**src/design/pes_pkg.sv**
```systemverilog
// Constants and types for the precise event sampling and load latency unit
package pes_pkg;

   // ***************************************************************
   // Register indices on the register port
   // ***************************************************************
   localparam logic [11:0] MSR_SAMPLING_ENABLE   = 12'h010;
   localparam logic [11:0] MSR_LATENCY_THRESHOLD = 12'h011;
   localparam logic [11:0] MSR_GLOBAL_STATUS     = 12'h012;
   localparam logic [11:0] MSR_OVF_CLEAR         = 12'h013;

   // ***************************************************************
   // Field positions and reset values
   // ***************************************************************
   localparam int          NUM_PREC_CTR    = 4;
   localparam int          NUM_GP_CTR      = 8;
   localparam int          SE_SAMPLE_LSB   = 0;
   localparam int          SE_LATENCY_LSB  = 32;
   localparam int          SE_PSTORE_BIT   = 63;
   localparam int          GS_BUF_OVF_BIT  = 62;
   localparam int          DS_SRC_W        = 4;
   localparam int          DS_STLB_BIT     = 4;
   localparam int          DS_LOCK_BIT     = 5;
   localparam int          ST_L1_HIT_BIT   = 0;
   localparam int          THR_W           = 16;
   localparam logic [63:0] SE_RESET        = 64'h0;
   localparam logic [15:0] THR_RESET       = 16'h0003;
   localparam logic [15:0] LFSR_SEED       = 16'hace1;
   localparam logic [1:0]  PSTORE_CTR      = 2'h3;
   localparam logic [1:0]  DISTRIB_CTR     = 2'h1;
   localparam int          FIFO_DEPTH      = 16;
   localparam int          REC_W           = 2 + 3 * 64;

   // ***************************************************************
   // Event selects and unit masks that may sample
   // ***************************************************************
   localparam logic [7:0]  EV_RET_INST   = 8'hc0;
   localparam logic [7:0]  EV_RET_UOP    = 8'hc2;
   localparam logic [7:0]  EV_RET_BRANCH = 8'hc4;
   localparam logic [7:0]  EV_MISPREDICT = 8'hc5;
   localparam logic [7:0]  EV_MEM_TRANS  = 8'hcd;
   localparam logic [7:0]  EV_MEM_UOP    = 8'hd0;
   localparam logic [7:0]  EV_LOAD_HIT   = 8'hd1;
   localparam logic [7:0]  EV_LLC_HIT    = 8'hd2;
   localparam logic [7:0]  EV_LOAD_MISC  = 8'hd4;
   localparam logic [15:0] LATENCY_EVENT = 16'h01cd;
   localparam logic [15:0] PSTORE_EVENT  = 16'h02cd;
   localparam logic [7:0]  UM_DISTRIB    = 8'h01;

   typedef enum logic [2:0] {
      LS_IDLE = 3'b001,
      LS_MEAS = 3'b010,
      LS_RET  = 3'b100
   } pes_ld_e;

endpackage

```
**src/design/pes_fifo.sv**
```systemverilog
// Record FIFO with valid/ready on both sides
`timescale 1ns/1ps
module pes_fifo #(
   parameter int WIDTH = 8,
   parameter int DEPTH = 16
) (
   input  wire logic             core_clk_i,
   input  wire logic             arst_n_i,
   input  wire logic             in_valid_i,
   output logic                  in_ready_o,
   input  wire logic [WIDTH-1:0] in_data_i,
   output logic                  out_valid_o,
   input  wire logic             out_ready_i,
   output logic      [WIDTH-1:0] out_data_o
);
   localparam int AW = $clog2(DEPTH);

   logic [WIDTH-1:0] mem_q [DEPTH];
   logic [AW-1:0]    wr_q;
   logic [AW-1:0]    rd_q;
   logic [AW:0]      cnt_q;
   logic             push;
   logic             pop;

   assign in_ready_o  = (cnt_q != (AW+1)'(DEPTH));
   assign out_valid_o = (cnt_q != '0);
   assign push        = in_valid_i && in_ready_o;
   assign pop         = out_valid_o && out_ready_i;
   assign out_data_o  = mem_q[rd_q];

   always_ff @(posedge core_clk_i) begin
      if (push) begin
         mem_q[wr_q] <= in_data_i;
      end
   end

   always_ff @(posedge core_clk_i or negedge arst_n_i) begin
      if (!arst_n_i) begin
         wr_q  <= '0;
         rd_q  <= '0;
         cnt_q <= '0;
      end else begin
         if (push) begin
            wr_q <= (wr_q == AW'(DEPTH - 1)) ? '0 : wr_q + 1'b1;
         end
         if (pop) begin
            rd_q <= (rd_q == AW'(DEPTH - 1)) ? '0 : rd_q + 1'b1;
         end
         cnt_q <= cnt_q + (AW+1)'(push) - (AW+1)'(pop);
      end
   end
endmodule

```
**src/design/pes_sampling.sv**
```systemverilog
// Precise event sampling unit with load latency tagging and record output
//
// Functional notes
// - Only counters zero to three may sample.
// - Bit 63 enables precise store on counter three.
// - Record 98H holds load or store linear address.
// - Record A0H holds data source or store status.
// - Record A8H holds latency, zero for stores.
// - Record write clears overflowed sampling-enabled status bits.
// - Only listed event codes and masks may sample.
// - Precise distribution mask 01H on counter one only.
// - Latency measured from dispatch to globally observed.
// - Count tagged retired loads above threshold, no stores.
// - Latency strictly above threshold counts; threshold at least 3 (the register keeps any 16-bit write, even below 3).
// - Randomly tag loads, update info, count retired.
// - Cancelled tagged load leaves state; tag next load.
// - Record carries last retired tagged load's info.
// - Reload value independent of tagging mechanism.
// - Source bits 3:0, translation miss 4, lock 5.
// - Store status: cache hit 0, miss 4, lock 5.
// - Record write clears status, sets buffer overflow flag.
`timescale 1ns/1ps
module pes_sampling #(
   parameter int DEPTH = pes_pkg::FIFO_DEPTH
) (
   input  wire logic                         core_clk_i,
   input  wire logic                         arst_n_i,
   input  wire logic                         msr_wr_i,
   input  wire logic                         msr_rd_i,
   input  wire logic [11:0]                  msr_addr_i,
   input  wire logic [63:0]                  msr_wdata_i,
   output logic      [63:0]                  msr_rdata_o,
   output logic                              msr_ack_o,
   input  wire logic [3:0][15:0]             event_select_i,
   input  wire logic [7:0]                   ctr_ovf_i,
   input  wire logic                         ld_disp_i,
   input  wire logic [3:0]                   ld_disp_id_i,
   input  wire logic                         ld_go_i,
   input  wire logic [3:0]                   ld_go_id_i,
   input  wire logic                         ld_cancel_i,
   input  wire logic [3:0]                   ld_cancel_id_i,
   input  wire logic                         ld_retire_i,
   input  wire logic [3:0]                   ld_retire_id_i,
   input  wire logic [63:0]                  ld_addr_i,
   input  wire logic [3:0]                   ld_src_i,
   input  wire logic                         ld_second_tlb_miss_i,
   input  wire logic                         ld_lock_i,
   input  wire logic                         st_retire_i,
   input  wire logic [63:0]                  st_addr_i,
   input  wire logic                         st_l1_hit_i,
   input  wire logic                         st_second_tlb_miss_i,
   input  wire logic                         st_lock_i,
   output logic      [3:0]                   latency_count_o,
   output logic      [63:0]                  global_status_o,
   output logic                              rec_valid_o,
   input  wire logic                         rec_ready_i,
   output logic      [1:0]                   rec_ctr_o,
   output logic      [63:0]                  rec_addr_o,
   output logic      [63:0]                  rec_src_o,
   output logic      [63:0]                  rec_lat_o
);

   // ***************************************************************
   // Registers and event qualification
   // ***************************************************************
   logic [63:0]               se_q;
   logic [pes_pkg::THR_W-1:0] thr_q;
   logic [7:0]                gs_ovf_q;
   logic                      gs_buf_q;
   logic [3:0]                samp_en;
   logic [3:0]                lat_en;
   logic                      ps_en;
   logic [3:0]                ev_ok;
   logic [3:0]                ll_ctr;

   assign samp_en = se_q[pes_pkg::SE_SAMPLE_LSB +: 4];
   assign lat_en  = se_q[pes_pkg::SE_LATENCY_LSB +: 4];
   assign ps_en   = se_q[pes_pkg::SE_PSTORE_BIT];

   function automatic logic event_ok(input logic [15:0] sel, input logic [1:0] ctr);
      logic [7:0] um;
      um = sel[15:8];
      case (sel[7:0])
         pes_pkg::EV_RET_INST:   event_ok = (um == pes_pkg::UM_DISTRIB)
                                            && (ctr == pes_pkg::DISTRIB_CTR);
         pes_pkg::EV_RET_UOP:    event_ok = (um == 8'h01) || (um == 8'h02);
         pes_pkg::EV_RET_BRANCH: event_ok = $onehot(um) && !um[7];
         pes_pkg::EV_MISPREDICT: event_ok = $onehot(um) && (um[7:6] == 2'h0) && !um[3];
         pes_pkg::EV_MEM_TRANS:  event_ok = (um == 8'h01) || (um == 8'h02);
         pes_pkg::EV_MEM_UOP:    event_ok = $onehot(um) && (um[3:2] == 2'h0);
         pes_pkg::EV_LOAD_HIT:   event_ok = $onehot(um) && !um[7] && (um[5:3] == 3'h0);
         pes_pkg::EV_LLC_HIT:    event_ok = $onehot(um) && (um[7:4] == 4'h0);
         pes_pkg::EV_LOAD_MISC:  event_ok = (um == 8'h02);
         default:                event_ok = 1'b0;
      endcase
   endfunction

   always_comb begin
      for (int i = 0; i < pes_pkg::NUM_PREC_CTR; i++) begin
         ev_ok[i]  = event_ok(event_select_i[i], 2'(i));
         ll_ctr[i] = samp_en[i] && lat_en[i]
                     && (event_select_i[i] == pes_pkg::LATENCY_EVENT);
      end
   end

   // ***************************************************************
   // Register port
   // ***************************************************************
   always_ff @(posedge core_clk_i or negedge arst_n_i) begin
      if (!arst_n_i) begin
         se_q  <= pes_pkg::SE_RESET;
         thr_q <= pes_pkg::THR_RESET;
      end else if (msr_wr_i) begin
         if (msr_addr_i == pes_pkg::MSR_SAMPLING_ENABLE) begin
            se_q <= msr_wdata_i;
         end
         if (msr_addr_i == pes_pkg::MSR_LATENCY_THRESHOLD) begin
            thr_q <= msr_wdata_i[pes_pkg::THR_W-1:0];
         end
      end
   end

   always_ff @(posedge core_clk_i or negedge arst_n_i) begin
      if (!arst_n_i) begin
         msr_rdata_o <= 64'h0;
         msr_ack_o   <= 1'b0;
      end else begin
         msr_ack_o <= msr_rd_i || msr_wr_i;
         if (msr_rd_i) begin
            case (msr_addr_i)
               pes_pkg::MSR_SAMPLING_ENABLE:   msr_rdata_o <= se_q;
               pes_pkg::MSR_LATENCY_THRESHOLD: msr_rdata_o <= 64'(thr_q);
               pes_pkg::MSR_GLOBAL_STATUS:     msr_rdata_o <= global_status_o;
               default:                        msr_rdata_o <= 64'h0;
            endcase
         end
      end
   end

   // ***************************************************************
   // Load tagging and latency measurement
   // ***************************************************************
   pes_pkg::pes_ld_e          ld_st_q;
   logic [3:0]                tag_id_q;
   logic [pes_pkg::THR_W-1:0] lat_q;
   logic [15:0]               lfsr_q;
   logic [63:0]               last_addr_q;
   logic [5:0]                last_src_q;
   logic [pes_pkg::THR_W-1:0] last_lat_q;
   logic                      tag_cancel;
   logic                      tag_retire;

   assign tag_cancel = ld_cancel_i && (ld_cancel_id_i == tag_id_q) && (ld_st_q != pes_pkg::LS_IDLE);
   assign tag_retire = ld_retire_i && (ld_retire_id_i == tag_id_q) && (ld_st_q == pes_pkg::LS_RET);

   // Free-running so the tag choice is not tied to program phase
   always_ff @(posedge core_clk_i or negedge arst_n_i) begin
      if (!arst_n_i) begin
         lfsr_q <= pes_pkg::LFSR_SEED;
      end else begin
         lfsr_q <= {lfsr_q[14:0], lfsr_q[15] ^ lfsr_q[13] ^ lfsr_q[12] ^ lfsr_q[10]};
      end
   end

   always_ff @(posedge core_clk_i or negedge arst_n_i) begin
      if (!arst_n_i) begin
         ld_st_q  <= pes_pkg::LS_IDLE;
         tag_id_q <= 4'h0;
         lat_q    <= '0;
      end else begin
         case (ld_st_q)
            pes_pkg::LS_IDLE: begin
               // After a cancel the next dispatched load is taken outright
               if (ld_disp_i && (|ll_ctr) && (lfsr_q[0] || lat_q[0])) begin
                  ld_st_q  <= pes_pkg::LS_MEAS;
                  tag_id_q <= ld_disp_id_i;
                  lat_q    <= '0;
               end
            end
            pes_pkg::LS_MEAS: begin
               if (tag_cancel) begin
                  ld_st_q <= pes_pkg::LS_IDLE;
                  lat_q   <= 16'h0001;
               end else if (ld_go_i && (ld_go_id_i == tag_id_q)) begin
                  ld_st_q <= pes_pkg::LS_RET;
                  lat_q   <= lat_q + 1'b1;
               end else if (lat_q != '1) begin
                  lat_q <= lat_q + 1'b1;
               end
            end
            pes_pkg::LS_RET: begin
               if (tag_cancel) begin
                  ld_st_q <= pes_pkg::LS_IDLE;
                  lat_q   <= 16'h0001;
               end else if (tag_retire) begin
                  ld_st_q <= pes_pkg::LS_IDLE;
                  lat_q   <= '0;
               end
            end
            default: ld_st_q <= pes_pkg::LS_IDLE;
         endcase
      end
   end

   always_ff @(posedge core_clk_i or negedge arst_n_i) begin
      if (!arst_n_i) begin
         last_addr_q <= 64'h0;
         last_src_q  <= 6'h0;
         last_lat_q  <= '0;
      end else if (tag_retire && !tag_cancel) begin
         last_addr_q <= ld_addr_i;
         last_src_q  <= {ld_lock_i, ld_second_tlb_miss_i, ld_src_i};
         last_lat_q  <= lat_q;
      end
   end

   // Counts regardless of reload value; the counter owns sampling cadence
   always_ff @(posedge core_clk_i or negedge arst_n_i) begin
      if (!arst_n_i) begin
         latency_count_o <= 4'h0;
      end else begin
         latency_count_o <= (tag_retire && !tag_cancel && (lat_q > thr_q))
                            ? ll_ctr : 4'h0;
      end
   end

   // ***************************************************************
   // Sampling assists and record generation
   // ***************************************************************
   logic [3:0]  pend_q;
   logic        st_rdy_q;
   logic [63:0] st_addr_q;
   logic [5:0]  st_stat_q;
   logic [3:0]  arm;
   logic        ps_ctr;
   logic [3:0]  ready_req;
   logic [1:0]  push_ctr;
   logic        push_valid;
   logic        push_ready;
   logic        push;
   logic        push_ps;
   logic [63:0] push_addr;
   logic [63:0] push_src;
   logic [63:0] push_lat;
   logic [3:0]  clr_mask;

   assign arm       = ctr_ovf_i[3:0] & samp_en & ev_ok;
   assign ps_ctr    = ps_en && (event_select_i[3] == pes_pkg::PSTORE_EVENT);
   assign ready_req = {pend_q[3] && (!ps_ctr || st_rdy_q), pend_q[2:0]};

   always_comb begin
      push_ctr = 2'h0;
      for (int i = pes_pkg::NUM_PREC_CTR - 1; i >= 0; i--) begin
         if (ready_req[i]) begin
            push_ctr = 2'(i);
         end
      end
   end

   assign push_valid = |ready_req;
   assign push       = push_valid && push_ready;
   assign push_ps    = (push_ctr == pes_pkg::PSTORE_CTR) && ps_ctr;
   assign push_addr  = push_ps ? st_addr_q : last_addr_q;
   assign push_src   = push_ps ? 64'(st_stat_q)
                     : (lat_en[push_ctr] ? 64'(last_src_q) : 64'h0);
   assign push_lat   = (push_ps || !lat_en[push_ctr]) ? 64'h0 : 64'(last_lat_q);
   assign clr_mask   = push ? (gs_ovf_q[3:0] & samp_en) : 4'h0;

   always_ff @(posedge core_clk_i or negedge arst_n_i) begin
      if (!arst_n_i) begin
         pend_q <= 4'h0;
      end else begin
         pend_q <= (pend_q & ~(push ? (4'h1 << push_ctr) : 4'h0)) | arm;
      end
   end

   // Store path waits for the next store to retire after the overflow
   always_ff @(posedge core_clk_i or negedge arst_n_i) begin
      if (!arst_n_i) begin
         st_rdy_q  <= 1'b0;
         st_addr_q <= 64'h0;
         st_stat_q <= 6'h0;
      end else if (push && push_ps) begin
         st_rdy_q <= 1'b0;
      end else if (pend_q[3] && ps_ctr && !st_rdy_q && st_retire_i) begin
         st_rdy_q  <= 1'b1;
         st_addr_q <= st_addr_i;
         st_stat_q <= {st_lock_i, st_second_tlb_miss_i, 3'h0, st_l1_hit_i};
      end
   end

   // Overflow set wins over any clear in the same cycle
   always_ff @(posedge core_clk_i or negedge arst_n_i) begin
      if (!arst_n_i) begin
         gs_ovf_q <= 8'h0;
         gs_buf_q <= 1'b0;
      end else begin
         gs_ovf_q <= (gs_ovf_q & ~{4'h0, clr_mask}
                      & ~((msr_wr_i && (msr_addr_i == pes_pkg::MSR_OVF_CLEAR))
                          ? msr_wdata_i[7:0] : 8'h0)) | ctr_ovf_i;
         if (push) begin
            gs_buf_q <= 1'b1;
         end else if (msr_wr_i && (msr_addr_i == pes_pkg::MSR_OVF_CLEAR)
                      && msr_wdata_i[pes_pkg::GS_BUF_OVF_BIT]) begin
            gs_buf_q <= 1'b0;
         end
      end
   end

   always_comb begin
      global_status_o                         = 64'h0;
      global_status_o[7:0]                    = gs_ovf_q;
      global_status_o[pes_pkg::GS_BUF_OVF_BIT] = gs_buf_q;
   end

   pes_fifo #(
      .WIDTH (pes_pkg::REC_W),
      .DEPTH (DEPTH)
   ) u_rec_fifo (
      .core_clk_i  (core_clk_i),
      .arst_n_i    (arst_n_i),
      .in_valid_i  (push_valid),
      .in_ready_o  (push_ready),
      .in_data_i   ({push_ctr, push_addr, push_src, push_lat}),
      .out_valid_o (rec_valid_o),
      .out_ready_i (rec_ready_i),
      .out_data_o  ({rec_ctr_o, rec_addr_o, rec_src_o, rec_lat_o})
   );
endmodule

```
**config.mk**
```make
export PLATFORM = sky130hd
export DESIGN_NAME = pes_sampling
export DESIGN_NICKNAME = d
export VERILOG_FILES = /design/src/design/pes_pkg.sv /design/src/design/pes_fifo.sv /design/src/design/pes_sampling.sv
export SDC_FILE = /design/constraint.sdc
export NUM_CORES = 2
export LEC_CHECK = 0
export ABC_AREA = 1
export BUFFER_PORTS_ARGS = -buffer_cell sky130_fd_sc_hd__buf_2
export CORE_AREA = 2 2 380 382
export CTS_CLUSTER_SIZE = 20
export DETAILED_ROUTE_END_ITERATION = 8
export DIE_AREA = 0 0 382 384
export PLACE_DENSITY = 0.69
export SETUP_SLACK_MARGIN = 0.5
export SLEW_MARGIN = 20
export SYNTH_ARGS = -nofsm -noshare
export SYNTH_HDL_FRONTEND = slang
export SYNTH_SLANG_ARGS = --single-unit
```
**constraint.sdc**
```tcl
create_clock -name core_clk_i -period 8 [get_ports core_clk_i]
set_clock_uncertainty 0.2 [all_clocks]
set_input_delay 0.8 -clock core_clk_i [delete_from_list [all_inputs] [get_ports core_clk_i]]
set_output_delay 0.8 -clock core_clk_i [all_outputs]
set_load 0.03 [all_outputs]
```
==> results.sh <==
export IMPL_status="finished, final reports clean"
export IMPL_drt_iter0_markers=4828
export IMPL_postCtsSetupRepairBufs=0
export IMPL_synth_area_sq_um=73700
export IMPL_drtAntennaViolNets=0
export IMPL_cp_data_required_time_ns=7.00
export IMPL_arrival_ns=4.67
export IMPL_antenna_found_initial=13
export IMPL_ctsLongestPathBuffers=3
export IMPL_path_class="register to output pin"
export IMPL_core_region_area_sq_um=143000
export IMPL_drive_above_1_share=0.156
export IMPL_worstSetupEndpointType="output pin"
export IMPL_syn_avg_cell_area_sq_um=12.6
export IMPL_seq_area_frac_synth=0.699
export IMPL_portBuffers=477
export IMPL_syn2layout_area_growth_pct=13.4
export IMPL_crit_path_start_kind="register"
export IMPL_drv_cap=0
export IMPL_die_area_sq_um=147000
export IMPL_stdcell_count=8302
export IMPL_die_w_microns=382
export IMPL_dpl_hpwl_microns=105000
export IMPL_irDropWorstVdd_uv=280
export IMPL_track_usage=0.251
export IMPL_worstMarginPinSlew_ns=1.25
export IMPL_routedWlPerCell_microns=22.6
export IMPL_post_route_period_util=0.709
export IMPL_via_per_inst=5.74
export IMPL_power_density_nw_per_um2=299
export IMPL_yosysWarnings=0
export IMPL_post_route_util=0.585
export IMPL_htree_levels=4
export IMPL_cts_made_buffers=179
export IMPL_grt_pass1_vias=46600
export IMPL_hold_class="input pin to register"
export IMPL_synth_cell_type_count=60
export IMPL_dp_cells=7921
export IMPL_fin_ws_ns=2.33
export IMPL_grt_pass1_wl_microns=282000
export IMPL_grt_ovfl_total=0
export IMPL_rsz0062_at_grt="no"
export IMPL_pre_cts_ws_ns=3.11
export IMPL_ios=639
export IMPL_grt_max_degree=258
export IMPL_first_pass_iters=6
export IMPL_maxSlewHeadroom=0.166
export IMPL_num_rows=139
export IMPL_finalWirelength_microns=187000
export IMPL_critPathMaxFanout=88
export IMPL_async_flop_share=0.207
export IMPL_fin_tns_setup_ns=0
export IMPL_clock_sinks=1776
export IMPL_drc=0
export IMPL_synthesis_instances=5823
export IMPL_gp_congestion=0.857
export IMPL_final_max_slew_viol_count=0
export IMPL_cts_tree="yes"
export IMPL_chipHeight_microns=384
export IMPL_fmax_ghz=0.176
export IMPL_synthFlopType="edfxtp_1"
export IMPL_start_util=0.516
export IMPL_num_vias=47600
export IMPL_p_leak_nw=34.5
export IMPL_fin_nets=6615
export IMPL_synth_seq_cells=1776
export IMPL_synth_edf_count=1408
export IMPL_hold_violations=0
export IMPL_post_cts_resize_count=0
export IMPL_cts_root_buffer="clkbuf_16"
export IMPL_insertion_delay_ns=0.79
export IMPL_fin_crit_ns=5.67
export IMPL_setup_viol=0
export IMPL_clk_pin_slew_worst_paths_ns=0.06
export IMPL_n_fill_cell=11100
[through the flow]
stage / instance area (sq um) / power [W] / hold WS, ns
floorplan: 74300 / 0.0148 / 0.131
global placement: 77300 / 0.0168 / 0.134
detailed placement: 77300 / 0.0169 / 0.137
CTS: 83500 / 0.0252 / 0.000226
global route: 83500 / 0.0261 / 0.0151
finish: 83500 / 0.0250 / 0.0456
[metal layers]
layer | up-vias | wire length, microns | track usage
met3 | 327 | 14400 | 0.0463
li1 | 21500 | - | -
met1 | 23800 | 77500 | 0.348
met2 | 1997 | 89900 | 0.405
met4 | 10 | 5540 | 0.0776
met5 | - | 60 | 0
[placed cells by master (no fill, tap or decap), types with 39 or more instances in the layout]
| cell | instances |
|---|---|
| clkbuf_16 | 183 |
| mux2_2 | 112 |
| o221ai_1 | 149 |
| a21oi_1 | 65 |
| ha_1 | 48 |
| buf_2 | 476 |
| clkinv_1 | 41 |
| mux2i_1 | 144 |
| o32ai_1 | 209 |
| nor2_1 | 912 |
| inv_1 | 270 |
| edfxtp_1 | 1408 |
| nand2_1 | 682 |
| dfrtp_1 | 354 |
| o31ai_1 | 45 |
| o21ai_0 | 439 |
| conb_1 | 161 |
| dlygate4sd3_1 | 39 |
| nand3_1 | 205 |
| buf_4 | 44 |
[cells by family after synthesis]
logic type	Yosys count	share of synthesized area
AOI/OAI and AO/OA	978	0.0888
muxes	286	0.0422
xor gates and xnor gates	20	0.00238
adders and majority gates	65	0.0128
other	1	0.0000509
buffers and inverters	782	0.0495
DFF	1776	0.699
and+or+nand+nor	1915	0.105
[synthesized netlist by cell type, drive strengths merged (45+ instances only)]
library cell  instances  area (sq um)
mux2                142          1670
dfrtp               357          8930
o31ai                45           338
a21oi                67           347
mux2i               144          1440
nand3               209          1060
ha                   48           601
nor2                932          3510
buf                 235          1600
nand2               688          2590
edfxtp             1408         42300
o32ai               209          1830
inv                 280          1050
o21ai               440          2200
o221ai              149          1310
clkbuf              266           998
[critical path, cell delays in order (launching register included)]
cell and delay (ns):
dfrtp_4 0.94, buf_4 0.87, buf_4 0.82, o21ai_0 0.24
o221ai_1 0.26, nand3_1 0.11, nand3_1 0.28, buf_2 0.27
[sequential cells by signal, indices dropped and copies added, names as in the netlist, 3 cells and up]
name and count:
last_lat_q 16, u_rec_fifo.mem_q 1408, msr_rdata_o 64, tag_id_q 4, st_stat_q 3, st_addr_q 64
u_rec_fifo.cnt_q 5, lat_q 16, thr_q 16, lfsr_q 16, u_rec_fifo.rd_q 4, pend_q 4
se_q 64, latency_count_o 4, last_addr_q 64, last_src_q 6, u_rec_fifo.wr_q 4, ld_st_q 3
gs_ovf_q 8
[worst paths after layout]
path                                           from                       end  slack (ns)  depth (start not counted)
worst max-delay path             u_rec_fifo.rd_q[0]            rec_addr_o[16]        2.33                          7
worst min register to register            lfsr_q[6]                 lfsr_q[7]        0.14                          0
worst max register to register  u_rec_fifo.cnt_q[2]  u_rec_fifo.mem_q[13][64]        3.95                          9
worst min-delay path                  ld_addr_i[48]           last_addr_q[48]        0.05                          2
min in group asynchronous                  arst_n_i             st_addr_q[17]        0.34                          2
max in group asynchronous                  arst_n_i                  se_q[28]        5.62                          3
[final cells by class]
class	instances	area, sq um	share of cell area
diodes	6	15.0	0.000180
multi-input cells	3425	19300	0.231
clock buffers	232	4880	0.0585
inverters	281	1070	0.0128
clock inverters	103	940	0.0113
well taps	1903	2380	0.0285
repair buffers	576	3440	0.0412
flip-flops and latches	1776	51500	0.617
[power breakdown]
group / internal (W) / switching (W) / leakage [nW] / total (W)
Combinational: 0.00192 / 0.00485 / 11.8 / 0.00676
Sequential: 0.00988 / 0.000113 / 19.8 / 0.0100
Clock: 0.00472 / 0.00351 / 2.85 / 0.00823
Total: 0.0165 / 0.00847 / 34.5 / 0.0250
[timing repair]
action                     4_1_cts  5_1_grt
setup endpoints to repair        0        0
hold endpoints to repair       111        0
hold buffers                    39        0
Note: power is estimated with default switching activity, not from simulation.
